**src/common/eth_tx_stream_pkg.sv**
```systemverilog
// shared constants, word layout and decode helpers for the tx client word stream
package eth_tx_stream_pkg;

    // bus geometry
    localparam int LANES = 4;
    localparam int WORD_W = 64;
    localparam int BUS_W = LANES * WORD_W;
    localparam int EMPTY_W = 3;
    localparam int EMPTY_BUS_W = LANES * EMPTY_W;
    localparam int LANE_W = 2;

    // a full word carries eight frame bytes
    localparam logic [3:0] BYTES_PER_WORD = 4'h8;

    // shortest frame the mac handles correctly
    localparam logic [4:0] MIN_FRAME_BYTES = 5'h09;
    localparam int COUNT_W = 5;

    // link clock rate; the core clock must be built to this in a real chip
    localparam int TXMAC_FREQ_HZ = 390625000;
    localparam int CORE_CLK_HZ = 100000000;

    // reset and idle values of the client drive
    localparam logic [3:0] IDLE_ALL = 4'hF;
    localparam logic [3:0] FLAGS_NONE = 4'h0;
    localparam logic [EMPTY_W-1:0] EMPTY_NONE = 3'h0;

    // injected errors flip the top byte, which is always a valid byte of the word
    localparam logic [WORD_W-1:0] CORRUPT_MASK = 64'hFF00_0000_0000_0000;

    // depth of the client hand-off store
    localparam int CLIENT_SLOTS = 2;
    localparam logic [1:0] SLOTS_FULL = 2'h2;

    // one bus beat as the client holds it
    typedef struct packed {
        logic [BUS_W-1:0] data;
        logic [LANES-1:0] sop;
        logic [LANES-1:0] eop;
        logic [EMPTY_BUS_W-1:0] empty;
        logic [LANES-1:0] idle;
        logic [LANES-1:0] error;
    } beat_s;

    // empty-count slice of word z sits at bits [3z+2:3z]
    function automatic logic [EMPTY_W-1:0] empty_of(input logic [EMPTY_BUS_W-1:0] vec,
                                                     input int lane);
        empty_of = vec[lane*EMPTY_W +: EMPTY_W];
    endfunction

    // 64-bit word z sits at bits [64z+63:64z]
    function automatic logic [WORD_W-1:0] word_of(input logic [BUS_W-1:0] vec,
                                                  input int lane);
        word_of = vec[lane*WORD_W +: WORD_W];
    endfunction

endpackage

```
**src/common/eth_tx_stream_if.sv**
```systemverilog
// interface joining the client end and the mac end of the tx word stream
`timescale 1ns/1ps
interface eth_tx_stream_if;
    import eth_tx_stream_pkg::*;

    logic clk_txmac;
    logic [BUS_W-1:0] din;
    logic [LANES-1:0] din_sop;
    logic [LANES-1:0] din_eop;
    logic [EMPTY_BUS_W-1:0] din_eop_empty;
    logic [LANES-1:0] din_idle;
    logic [LANES-1:0] tx_error;
    logic din_req;

    // the mac end makes the clock and the accept
    modport mac (
        output clk_txmac,
        output din_req,
        input din,
        input din_sop,
        input din_eop,
        input din_eop_empty,
        input din_idle,
        input tx_error
    );

    // the client end drives the beat on the mac's clock
    modport client (
        input clk_txmac,
        input din_req,
        output din,
        output din_sop,
        output din_eop,
        output din_eop_empty,
        output din_idle,
        output tx_error
    );
endinterface

```
**src/verilog/eth_tx_mac_end.sv**
```systemverilog
// mac end: accepts the tx word stream, checks framing, injects errors, forwards words
//
// Operation
// - client sends big-endian, top word in [255:192]
// - client never sends frames under nine bytes
// - packets start only at a word's top byte
// - start flag bit zero means lowest word
// - end flag marks word holding last byte
// - empty slice valid only where end flag set
// - idle flags mark words without frame data
// - accept output means this cycle's beat taken
// - error flag in end cycle corrupts packet
// - corrupted packet reads as malformed at receiver
// - all signals timed by mac-supplied clock
// - mac clock runs at 390.625 MHz (here clk_txmac is CORE_CLK passed through, run at 100 MHz on the bench)
// - client sends packet words with no gaps
`timescale 1ns/1ps
module eth_tx_mac_end (
    input wire logic CORE_CLK,
    input wire logic RST_N,
    eth_tx_stream_if.mac bus,
    input wire logic DRAIN_READY,
    output logic OUT_VALID,
    output logic [eth_tx_stream_pkg::BUS_W-1:0] OUT_DATA,
    output logic [eth_tx_stream_pkg::LANES-1:0] OUT_SOP,
    output logic [eth_tx_stream_pkg::LANES-1:0] OUT_EOP,
    output logic [eth_tx_stream_pkg::EMPTY_BUS_W-1:0] OUT_EMPTY,
    output logic [eth_tx_stream_pkg::LANES-1:0] OUT_DATA_WORD,
    output logic [eth_tx_stream_pkg::LANES-1:0] OUT_BAD,
    output logic GAP_ERR,
    output logic SOP_ERR,
    output logic RUNT_ERR,
    output logic [15:0] PKT_COUNT,
    output logic [15:0] BAD_COUNT
);
    import eth_tx_stream_pkg::*;

    // the core clock is the link clock and goes out unchanged; it must be
    // built at TXMAC_FREQ_HZ in a chip, the default CORE_CLK rate is for bench use
    assign bus.clk_txmac = CORE_CLK;

    logic req;
    logic in_pkt;
    logic [COUNT_W-1:0] count;
    logic next_in_pkt;
    logic [COUNT_W-1:0] next_count;
    logic next_gap;
    logic next_sop_err;
    logic next_runt;
    logic [LANES-1:0] next_bad;
    logic [LANES-1:0] next_word;
    logic [2:0] next_ends;

    // accept comes from a flop; a beat is taken in every cycle it is high
    assign bus.din_req = req;
    wire take = req;

    // per-word decode of the incoming beat
    wire [LANES-1:0] frame_word = ~bus.din_idle;
    wire [3:0] lane_bytes [LANES];
    wire [BUS_W-1:0] marked_data;

    genvar g;
    generate
        for (g = 0; g < LANES; g++)
        begin : g_lane
            // empty bytes drop off the low end of the end word
            assign lane_bytes[g] = bus.din_eop[g] ?
                4'(BYTES_PER_WORD - {1'b0, empty_of(bus.din_eop_empty, g)}) :
                BYTES_PER_WORD;
            // corruption hits a byte that is always valid so the checksum breaks
            assign marked_data[g*WORD_W +: WORD_W] = next_bad[g] ?
                (word_of(bus.din, g) ^ CORRUPT_MASK) : word_of(bus.din, g);
        end
    endgenerate

    // walk the four words from the top down, since the top word leaves first
    always_comb
    begin
        next_in_pkt = in_pkt;
        next_count = count;
        next_gap = 1'b0;
        next_sop_err = 1'b0;
        next_runt = 1'b0;
        next_bad = FLAGS_NONE;
        next_word = FLAGS_NONE;
        next_ends = 3'h0;
        if (take)
        begin
            for (int i = LANES - 1; i >= 0; i--)
            begin
                if (!frame_word[i])
                begin
                    // an idle word inside a packet is a gap the link cannot carry
                    if (next_in_pkt)
                    begin
                        next_gap = 1'b1;
                    end
                end
                else
                begin
                    if (bus.din_sop[i])
                    begin
                        // a new start before the old packet ended
                        if (next_in_pkt)
                        begin
                            next_sop_err = 1'b1;
                        end
                        next_in_pkt = 1'b1;
                        next_count = '0;
                    end
                    // words outside a packet are not considered
                    if (next_in_pkt)
                    begin
                        next_word[i] = 1'b1;
                        // count saturates once the minimum length is reached
                        if (next_count < MIN_FRAME_BYTES)
                        begin
                            next_count = COUNT_W'(next_count + {1'b0, lane_bytes[i]});
                        end
                        if (bus.din_eop[i])
                        begin
                            if (next_count < MIN_FRAME_BYTES)
                            begin
                                next_runt = 1'b1;
                            end
                            next_bad[i] = bus.tx_error[i] && (bus.din_eop != FLAGS_NONE);
                            next_ends = 3'(next_ends + 3'h1);
                            next_in_pkt = 1'b0;
                        end
                    end
                end
            end
        end
    end

    // count packets and corrupted packets seen
    wire [2:0] bad_ends = 3'({2'h0, next_bad[0]} + {2'h0, next_bad[1]}
                             + {2'h0, next_bad[2]} + {2'h0, next_bad[3]});

    // packet tracking and the accept; accept follows the drain side one cycle late
    always_ff @(posedge CORE_CLK)
    begin
        if (!RST_N)
        begin
            req <= 1'b0;
            in_pkt <= 1'b0;
            count <= '0;
            PKT_COUNT <= 16'h0000;
            BAD_COUNT <= 16'h0000;
        end
        else
        begin
            req <= DRAIN_READY;
            in_pkt <= next_in_pkt;
            count <= next_count;
            PKT_COUNT <= 16'(PKT_COUNT + {13'h0, next_ends});
            BAD_COUNT <= 16'(BAD_COUNT + {13'h0, bad_ends});
        end
    end

    // forwarded words, one cycle after they were taken
    always_ff @(posedge CORE_CLK)
    begin
        if (!RST_N)
        begin
            OUT_VALID <= 1'b0;
            OUT_DATA <= '0;
            OUT_SOP <= FLAGS_NONE;
            OUT_EOP <= FLAGS_NONE;
            OUT_EMPTY <= '0;
            OUT_DATA_WORD <= FLAGS_NONE;
            OUT_BAD <= FLAGS_NONE;
        end
        else
        begin
            OUT_VALID <= take;
            OUT_DATA <= take ? marked_data : '0;
            OUT_SOP <= take ? (bus.din_sop & frame_word) : FLAGS_NONE;
            OUT_EOP <= take ? (bus.din_eop & next_word) : FLAGS_NONE;
            OUT_EMPTY <= take ? bus.din_eop_empty : '0;
            OUT_DATA_WORD <= next_word;
            OUT_BAD <= next_bad;
        end
    end

    // framing faults are one-cycle pulses aligned with the forwarded beat
    always_ff @(posedge CORE_CLK)
    begin
        if (!RST_N)
        begin
            GAP_ERR <= 1'b0;
            SOP_ERR <= 1'b0;
            RUNT_ERR <= 1'b0;
        end
        else
        begin
            GAP_ERR <= next_gap;
            SOP_ERR <= next_sop_err;
            RUNT_ERR <= next_runt;
        end
    end
endmodule

```
**src/flat_wrapper.sv**
```systemverilog
// flat-port wrapper written by rule: the top's interface ports become plain ports
module eth_tx_mac_end_flat import eth_tx_stream_pkg::*;
  (CORE_CLK, RST_N, DRAIN_READY, OUT_VALID, OUT_DATA, OUT_SOP, OUT_EOP, OUT_EMPTY, OUT_DATA_WORD, OUT_BAD, GAP_ERR, SOP_ERR, RUNT_ERR, PKT_COUNT, BAD_COUNT, bus_clk_txmac, bus_din_req, bus_din, bus_din_sop, bus_din_eop, bus_din_eop_empty, bus_din_idle, bus_tx_error);
  eth_tx_stream_if bus_i ();
  input wire logic CORE_CLK;
  input wire logic RST_N;
  input wire logic DRAIN_READY;
  output logic OUT_VALID;
  output logic [eth_tx_stream_pkg::BUS_W-1:0] OUT_DATA;
  output logic [eth_tx_stream_pkg::LANES-1:0] OUT_SOP;
  output logic [eth_tx_stream_pkg::LANES-1:0] OUT_EOP;
  output logic [eth_tx_stream_pkg::EMPTY_BUS_W-1:0] OUT_EMPTY;
  output logic [eth_tx_stream_pkg::LANES-1:0] OUT_DATA_WORD;
  output logic [eth_tx_stream_pkg::LANES-1:0] OUT_BAD;
  output logic GAP_ERR;
  output logic SOP_ERR;
  output logic RUNT_ERR;
  output logic [15:0] PKT_COUNT;
  output logic [15:0] BAD_COUNT;
  output wire logic [$bits(bus_i.clk_txmac)-1:0] bus_clk_txmac;
  output wire logic [$bits(bus_i.din_req)-1:0] bus_din_req;
  input wire logic [$bits(bus_i.din)-1:0] bus_din;
  input wire logic [$bits(bus_i.din_sop)-1:0] bus_din_sop;
  input wire logic [$bits(bus_i.din_eop)-1:0] bus_din_eop;
  input wire logic [$bits(bus_i.din_eop_empty)-1:0] bus_din_eop_empty;
  input wire logic [$bits(bus_i.din_idle)-1:0] bus_din_idle;
  input wire logic [$bits(bus_i.tx_error)-1:0] bus_tx_error;
  assign bus_clk_txmac = bus_i.clk_txmac;
  assign bus_din_req = bus_i.din_req;
  assign bus_i.din = bus_din;
  assign bus_i.din_sop = bus_din_sop;
  assign bus_i.din_eop = bus_din_eop;
  assign bus_i.din_eop_empty = bus_din_eop_empty;
  assign bus_i.din_idle = bus_din_idle;
  assign bus_i.tx_error = bus_tx_error;
  eth_tx_mac_end u_core (.CORE_CLK(CORE_CLK), .RST_N(RST_N), .bus(bus_i), .DRAIN_READY(DRAIN_READY), .OUT_VALID(OUT_VALID), .OUT_DATA(OUT_DATA), .OUT_SOP(OUT_SOP), .OUT_EOP(OUT_EOP), .OUT_EMPTY(OUT_EMPTY), .OUT_DATA_WORD(OUT_DATA_WORD), .OUT_BAD(OUT_BAD), .GAP_ERR(GAP_ERR), .SOP_ERR(SOP_ERR), .RUNT_ERR(RUNT_ERR), .PKT_COUNT(PKT_COUNT), .BAD_COUNT(BAD_COUNT));
endmodule
```
**config.mk**
```make
export PLATFORM = sky130hd
export DESIGN_NAME = eth_tx_mac_end_flat
export DESIGN_NICKNAME = d
export VERILOG_FILES = /design/src/common/eth_tx_stream_pkg.sv /design/src/common/eth_tx_stream_if.sv /design/src/verilog/eth_tx_mac_end.sv /design/src/flat_wrapper.sv
export SDC_FILE = /design/constraint.sdc
export NUM_CORES = 1
export LEC_CHECK = 0
export BUFFER_PORTS_ARGS = -buffer_cell sky130_fd_sc_hd__buf_2
export CORE_AREA = 2 2 238 240
export DETAILED_ROUTE_END_ITERATION = 7
export DIE_AREA = 0 0 240 242
export GPL_ROUTABILITY_DRIVEN = 0
export GPL_TIMING_DRIVEN = 0
export SETUP_SLACK_MARGIN = 0.1
export SLEW_MARGIN = 0
export SYNTH_ARGS = -nofsm -noshare
export SYNTH_HDL_FRONTEND = slang
export SYNTH_SLANG_ARGS = --single-unit
```
**constraint.sdc**
```tcl
create_clock -name CORE_CLK -period 11.5 [get_ports CORE_CLK]
set_input_delay 2.3 -clock CORE_CLK [delete_from_list [all_inputs] [get_ports CORE_CLK]]
set_output_delay 2.3 -clock CORE_CLK [all_outputs]
set_load 0.01 [all_outputs]
```
# Word-level counts from Yosys, hierarchy flattened
# Cells that the tools add are included.
[op_classes]
n_div = 0
eq_ne = 0
magnitude_cmp = 8
n_reduce_logical = 6
addsub = 16
mul = 0
bitwise = 7
shifts = 0
mux = 144
[op_table]
columns = ["operator", "n"]
rows = [
  ["64-bit 2-to-1 mux", 4],
  ["5-bit 2-to-1 mux", 36],
  ["1-bit 2-to-1 mux", 83],
  ["3-bit 2-to-1 mux", 15],
  ["5-bit by 4-bit less-than comparator with 1-bit output, second input constant", 8],
  ["16-bit by 3-bit adder with 16-bit output", 2],
  ["8-bit NOT", 4],
  ["4-bit 2-to-1 mux", 6],
  ["5-bit by 4-bit adder with 5-bit output", 4],
  ["4-bit by 3-bit subtractor with 4-bit output, first input constant", 4],
  ["3-bit by 1-bit adder with 3-bit output, second input constant", 3],
  ["4-bit AND", 2],
  ["3-bit by 1-bit adder with 3-bit output", 2],
  ["1-bit logical AND", 4],
  ["4-bit NOT", 1],
  ["4-bit nonzero test", 1],
  ["1-bit by 1-bit adder with 2-bit output", 1],
  ["2-bit AND reduction", 1],
]
[word_totals]
inputBits = 287
rom_bits = 0
regBits = 327
wordCells = 196
latch_bits = 0
memories = 0
output_inout_bits = 322
mem_bits_rw = 0

# Logic depth before layout (Yosys ltp)
# Gate-level depths: netlist of the first run.
[depth]
ltp_word = 43
depth_mapped = 27
ltp_nobuf = 26

==> summary.txt, run 1 <==
Status
  • Status: completed

Yosys
  • Syn_nets: 1,480
  • Sequential share of the synthesized area: 0.554
  • Leading register cell type out of synthesis: dfxtp_1
  • Yosys reg bits: 327
  • Synthesis Warnings: 0
  • Synth top area share: 0.554
  • Top cells by area, synth: dfxtp_1 (55%), and3_1 (13%), xnor2_1 (3.6%)
  • Post-Syn Area: 11,800 sq um
  • Area leader, netlist: dfxtp_1
  • Mean post-synth cell area: 10.2 sq um
  • Cells after Synth: 1,155
  • Number of flops mapped to enable cells by yosys: 0
  • Synth cell types: 74
  • Synth async-reset ratio: 0

Die
  • Vert. Die Dim: 242 microns
  • CORE AREA: 55,700 sq um
  • Row count: 87
  • Die ar.: 58,100 sq um
  • IO Pins: 609
  • Initial Utilization: 0.212
  • Horiz. Die Dim: 240 microns

Setup path
  • Kind of critical path: clk -> out
  • Reg2reg end: u_core.RUNT_ERR
  • Crit-path cells: clkbuf_16 > clkbuf_16 > buf_4 > buf_2
  • CP max stage cell: clkbuf_16
  • Crit path from: CORE_CLK
  • Req. time, crit path: 9.20 ns
  • Delay-heaviest family, CP: buffers and inverters
  • Crit-path most repeated cell: clkbuf_16
  • Crit path max fanout: 2
  • CP bufs+invs: 4
  • FF-to-FF path depth: 23
  • Worst Setup EP: bus_clk_txmac
  • Startpoint types: clock port
  • CP Depth: 4
  • FF-to-FF Start: u_core.count[0]
  • CP max stage delay: 0.13 ns
  • Reg2reg setup slack: 5.54 ns
  • Worst Path Arrival: 6.24 ns
  • Crit. End Element: output port

Global route
  • First-pass GRT wire length: 66,300 microns
  • Largest net degree at the start of global routing: 14
  • Vias in the first global route: 11,006
  • Global Route Usage Sum: 0.152
  • Initial antenna violation count: 7
  • Grt ovf: 0

Final layout
  • Fillers: 5,913
  • Area of the multi-input gates: 4860 sq um
  • Register area: 6550 sq um
  • P&R area growth vs syn: 44.3%
  • Share of layout cells above drive strength 1: 0.380
  • Fin util: 0.306
  • Final nets: 2,127

STA
  • RSZ-0062 raised after global routing: false
  • Final Hold Fails: 0
  • Rel. slew slack: 0.189
  • Endpoints failing setup: 0
  • TNS Setup: 0 ns
  • Worst Clk Skew: 0.0135 ns
  • Worst-Margin Slew: 1.21 ns
  • Fin worst setup slack: 2.96 ns
  • Max-slew violations: 0

Drt
  • Iter 0 DRT Violations: 483
  • WL/cell: 17.7 microns
  • DR pass1 iterations: 4
  • DRT antenna net count: 0
  • Vias post-DR: 10,981
  • Vias/cell: 4.24
  • DRC violations left: 0
  • Final wirelength: 45,900 microns

Power and ir drop
  • Clock power share: 0.456
  • VDD IR max: 0.0000896 V
  • PD cells: 157 nW/um^2
  • Int Power: 2.00 mW
  • Sequential share of power: 0.439
  • P_sw: 673 uW
  • Leakage: 9.08 nW
  • Sw Ratio: 0.252
  • Gate power share: 0.105

Place
  • Number of I/O port buffers: 605
  • Place WS: 3.22 ns
  • DP HPWL: 36,700 microns

Clocking
  • # Post-CTS Setup Buffers: 0
  • Clk pin slew, worst setup/hold paths: 0.05 ns
  • CTS tree: built
  • Hold Buf Count CTS: 0
  • Post-CTS sizing: 0
  • Clock Latency Late Sink: 0.67 ns

Worst hold path
  • Worst Hold Class: reg -> reg

Flow run
  • Max cap viols: 0
[metal layers]
metal | vias to the layer above | part of all wire | global-route usage
met5 | - | 0.00035 | 0
met4 | 2 | 0.031 | 0.0590
met3 | 76 | 0.080 | 0.0465
met2 | 437 | 0.47 | 0.252
met1 | 5221 | 0.42 | 0.182
li1 | 5245 | - | -
[worst min-delay path, cell delays in order, from the launching register on]
cell      delay [ns]
dfxtp_1         0.31
o21ai_0         0.06
a21boi_0        0.07
[area by class of cell]
class,instances,area share
diodes,3,0.000440
plain buffers,71,0.0161
clock buffers,57,0.0666
clock inverters,12,0.00719
inverters,36,0.00792
multi-input cells,721,0.285
flip-flops and latches,327,0.384
well taps,756,0.0555
repair buffers,604,0.177
[cell usage after synthesis (4+ instances only)]
cell type,count
dfxtp_1,327
and3_1,237
nor2_1,92
clkbuf_1,65
xnor2_1,49
and2_1,39
nand2_1,38
inv_1,35
ha_1,31
nor2b_1,28
o21ai_0,24
a21oi_1,19
nand3_1,16
xor2_1,13
or3_1,12
a21boi_0,10
a21o_1,8
nor3_1,8
fa_1,7
nand2b_1,7
a31oi_1,6
o31ai_1,5
a221o_1,4
buf_2,4
mux2i_1,4
o21bai_1,4
[logic make-up (layout without fill, tap and decap cells)]
logic type	after synthesis	count (layout)	synth area share
buffers and inverters	107	780	0.0347
xor gates and xnor gates	62	62	0.0459
adders and majority gates	38	38	0.0447
and+or+nand+nor	495	495	0.236
AOI/OAI and AO/OA	120	120	0.0794
DFF	327	327	0.554
muxes	6	6	0.00561
other	0	3	0
[flip-flops by register name, summed over array words and instances, names as in the netlist]
name,cells
u_core.OUT_EMPTY,12
u_core.RUNT_ERR,1
u_core.OUT_SOP,4
u_core.OUT_DATA_WORD,4
u_core.BAD_COUNT,16
u_core.SOP_ERR,1
u_core.OUT_DATA,256
u_core.OUT_VALID,1
u_core.bus.din_req,1
u_core.PKT_COUNT,16
u_core.count,5
u_core.OUT_EOP,4
u_core.GAP_ERR,1
u_core.OUT_BAD,4
u_core.in_pkt,1
[per-stage QoR]
stage                     hold WS [ns]  instance area, sq um  std cells  power, mW
final                            0.496                 17100       2587       2.67
after global routing             0.539                 17000       2585       2.79
after CTS                        0.495                 17000       2584       2.71
after detailed placement         0.484                 15800       2516       1.49
after global placement           0.479                 15800       2516       1.48
after floorplan                  0.490                 11800       1155       1.35
[power groups by stage]
stage	clock network [mW]	registers, mW	logic, mW
4_1_cts	1.26	1.17	0.281
3_3_place_gp	0.00993	1.20	0.276
2_1_floorplan	0.00717	1.21	0.133
3_5_place_dp	0.00993	1.20	0.280
6_report	1.22	1.17	0.281
5_1_grt	1.30	1.17	0.310
[how the worst min path moves through the flow]
stage	startpoint	slack, ns	end	depth (start not counted)
after floorplan	u_core.count[3]	0.49	u_core.count[3]	2
after global placement	u_core.PKT_COUNT[15]	0.48	u_core.PKT_COUNT[15]	2
after detailed placement	u_core.BAD_COUNT[15]	0.48	u_core.BAD_COUNT[15]	2
after CTS	u_core.BAD_COUNT[15]	0.49	u_core.BAD_COUNT[15]	2
after global routing	u_core.BAD_COUNT[15]	0.54	u_core.BAD_COUNT[15]	2
final	u_core.BAD_COUNT[15]	0.50	u_core.BAD_COUNT[15]	2
[placed cells by master (no fill, tap or decap), types with 3 or more instances in the layout]
master,instances
nor3b_1,3
a21oi_1,19
nand2_1,38
nor3_1,8
clkbuf_1,74
nor2_1,92
clkinv_2,3
a21boi_0,10
mux2i_1,4
clkinvlp_4,3
o31ai_1,5
a21o_1,8
fa_1,7
ha_1,31
and2_1,39
nor2b_1,28
a31oi_1,6
diode_2,3
clkbuf_16,40
xor2_1,13
o22ai_1,3
o21ai_0,24
inv_1,35
and3_1,237
nand3_1,16
o21bai_1,4
a221o_1,4
xnor2_1,49
or3_1,12
a32oi_1,3
dfxtp_1,327
clkbuf_8,7
nor4_1,3
nand2b_1,7
buf_2,609
inv_6,3
Power figures use the tool's default switching activity.
==> run 2, diff against run 1 <==
- ABC_AREA: unset -> 1
- CORE_AREA: 2 2 238 240 -> 2 2 234 236
- DIE_AREA: 0 0 240 242 -> 0 0 236 238
- clock period: 11.5 -> 8.7 ns (I/O delays scaled with it)
==> summary.txt, run 2 <==
Status
  • Status: completed

Die
  • Initial Utilization: 0.220 (+0.00791)
  • Horiz. Die Dim: 236 microns (-1.7%)
  • Row count: 85 (-2.3%)
  • CORE AREA: 53,500 sq um (-4.0%)
  • Die ar.: 56,200 sq um (-3.3%)
  • IO Pins: 609 (unchanged)
  • Vert. Die Dim: 238 microns (-1.7%)

Final layout
  • Final nets: 2,406 (+13%)
  • Area of the multi-input gates: 3760 sq um (-23%)
  • Largest reg by FF count: u_core.OUT_DATA
  • Commonest non-fill, non-tap cell in the layout: buf_2
  • Top Registers: u_core.OUT_DATA x256, u_core.BAD_COUNT x16, u_core.PKT_COUNT x16
  • Share of layout cells above drive strength 1: 0.344 (-0.0359)
  • P&R area growth vs syn: 44.9%
  • Fillers: 5,793 (-2.0%)
  • Max reg flops: 256 (unchanged)
  • Non-Filler Instances: 2,814 (+8.8%)
  • Most frequent cells in the layout: buf_2 (610), inv_1 (335), dfxtp_1 (327)
  • Register area: 6550 sq um (unchanged)

Yosys
  • Top-count cell post-synth: inv_1
  • Synth async-reset ratio: 0 (unchanged)
  • Area leader, netlist: dfxtp_1
  • Synthesis Warnings: 0 (unchanged)
  • Synth top area share: 0.556 (+0.00241)
  • Yosys reg bits: 327 (unchanged)
  • Sequential share of the synthesized area: 0.556 (+0.00241)
  • Leading register cell type out of synthesis: dfxtp_1
  • Number of flops mapped to enable cells by yosys: 0 (unchanged)
  • Post-Syn Area: 11,800 sq um (-0.43%)
  • Top cells by area, synth: dfxtp_1 (56%), inv_1 (11%), nor2_1 (9.6%)
  • Syn_nets: 1,756 (+19%)
  • Synth cell types: 43 (-42%)
  • Mean post-synth cell area: 8.22 sq um (-20%)
  • Cells after Synth: 1,431 (+24%)
  • Synth cell count leaders: inv_1 (335), dfxtp_1 (327), nor2_1 (302)

Drt
  • DRC violations left: 0 (unchanged)
  • DR pass1 iterations: 5 (+1)
  • Iter 0 DRT Violations: 465 (-3.7%)
  • DRT antenna net count: 0 (unchanged)
  • WL/cell: 16.1 microns (-9.4%)
  • Final wirelength: 45,200 microns (-1.5%)
  • Vias/cell: 3.87 (-8.8%)
  • Vias post-DR: 10,898 (-0.76%)

Global route
  • Met3 Usage GRT: 0.0727 (+0.0262)
  • Vias in the first global route: 10,423 (-5.3%)
  • Largest net degree at the start of global routing: 15 (+1)
  • First-pass GRT wire length: 63,800 microns (-3.8%)
  • Initial antenna violation count: 29 (+22)
  • Met1 track demand over resource: 0.173 (-0.00930)
  • Global Route Usage Sum: 0.154 (+0.00215)
  • Most Crowded Layer GR: met2
  • Grt ovf: 0 (unchanged)
  • M2 GR Usage: 0.253 (+0.000596)

Place
  • Placed cell count: 2,735 (+8.7%)
  • Number of I/O port buffers: 608 (+0.50%)
  • DP HPWL: 37,100 microns (+1.0%)

Setup path
  • Worst Path Arrival: 7.50 ns (+1.26 ns)
  • Crit path max fanout: 10 (+8)
  • Req. time, crit path: 9.27 ns (+0.07 ns)
  • CP max stage delay: 0.52 ns (+0.39 ns)
  • Kind of critical path: in -> reg
  • CP max stage cell: nor2_1
  • Startpoint types: input pin
  • Crit-path most repeated cell: inv_1
  • Crit. End Element: register

STA
  • Max-slew violations: 0 (unchanged)
  • TNS Setup: 0 ns (unchanged)
  • Final hold slack: 0.485 ns (-0.0109 ns)
  • Endpoints failing setup: 0 (unchanged)
  • Rel. slew slack: 0.192 (+0.00293)
  • Period utilization: 0.797
  • Worst-Margin Slew: 1.21 ns (+0.0000769 ns)
  • RSZ-0062 raised after global routing: false
  • Final Hold Fails: 0 (unchanged)
  • FMAX: 144 MHz
  • Worst Clk Skew: 0.0172 ns (+0.00369 ns)
  • Final Critical Period: 6.93 ns

Clocking
  • Post-CTS sizing: 0 (unchanged)
  • CTS tree: built
  • Clk pin slew, worst setup/hold paths: 0.06 ns (about the same)
  • Hold Buf Count CTS: 0 (unchanged)
  • Clock Latency Late Sink: 0.66 ns (about the same)
  • # Post-CTS Setup Buffers: 0 (unchanged)

Power and ir drop
  • Leakage: 9.70 nW (+6.8%)
  • PD cells: 212 nW/um^2 (+35%)
  • VDD IR max: 0.000111 V (+24%)
  • Tot Pwr: 3.61 mW (+35%)

Worst hold path
  • Worst Hold Class: reg -> reg

Flow run
  • Max cap viols: 0 (unchanged)
run 2: final timing paths:
check / start / slack (ns) / endpoint / cells past startpoint
worst min-delay path: u_core.BAD_COUNT[4] / 0.48 / u_core.BAD_COUNT[4] / 1
worst max-delay path: bus_din_sop[3] / 1.77 / u_core.BAD_COUNT[15] / 33
worst max register to register: u_core.in_pkt / 2.56 / u_core.BAD_COUNT[15] / 32
worst min register to register: u_core.BAD_COUNT[4] / 0.48 / u_core.BAD_COUNT[4] / 1
run 2: stage by stage:
| stage | setup WS, ns | util | instance area [sq um] |
|---|---|---|---|
| detailed placement | 1.09 | 0.293 | 15700 |
| CTS | 1.78 | 0.318 | 17000 |
| finish | 1.77 | 0.319 | 17000 |
| floorplan | 2.49 | - | 11800 |
| global route | 1.09 | 0.319 | 17000 |
| global placement | 1.19 | 0.293 | 15700 |
run 2: cell families (layout without fill, tap and decap cells):
logic type                 Yosys count  after routing  share of synthesized area
AOI/OAI and AO/OA                  150            150                     0.0730
DFF                                327            327                      0.556
and+or+nand+nor                    506            506                      0.183
adders and majority gates           38             38                     0.0449
other                                0              9                          0
xor gates and xnor gates            25             25                     0.0186
buffers and inverters              385           1063                      0.124
run 2: where the power goes:
group / total (mW) / switching [mW] / leakage [nW] / internal, mW
clock: 1.70 / 0.672 / 0.667 / 1.03
combinational: 0.362 / 0.216 / 6.38 / 0.147
sequential: 1.55 / 0.0126 / 2.66 / 1.54
run 2: worst max-delay path, delay by kind of cell:
family / cells / cell delay (ns)
adders and majority gates: 4 / 1.04
buffers and inverters: 11 / 1.43
AOI/OAI and AO/OA: 4 / 0.77
and+or+nand+nor: 14 / 2.50
run 2: area by class of cell:
type	count	area share
flip-flops and latches	327	0.384
multi-input cells	719	0.220
repair buffers	607	0.178
inverters	345	0.0767
clock buffers	55	0.0675
well taps	696	0.0511
clock inverters	16	0.0116
plain buffers	40	0.00918
diodes	9	0.00132
run 2: layer usage:
layer	part of all wire	routed length, microns
met5	0.0021	94
met4	0.027	1230
met3	0.10	4590
met2	0.47	21100
met1	0.40	18200
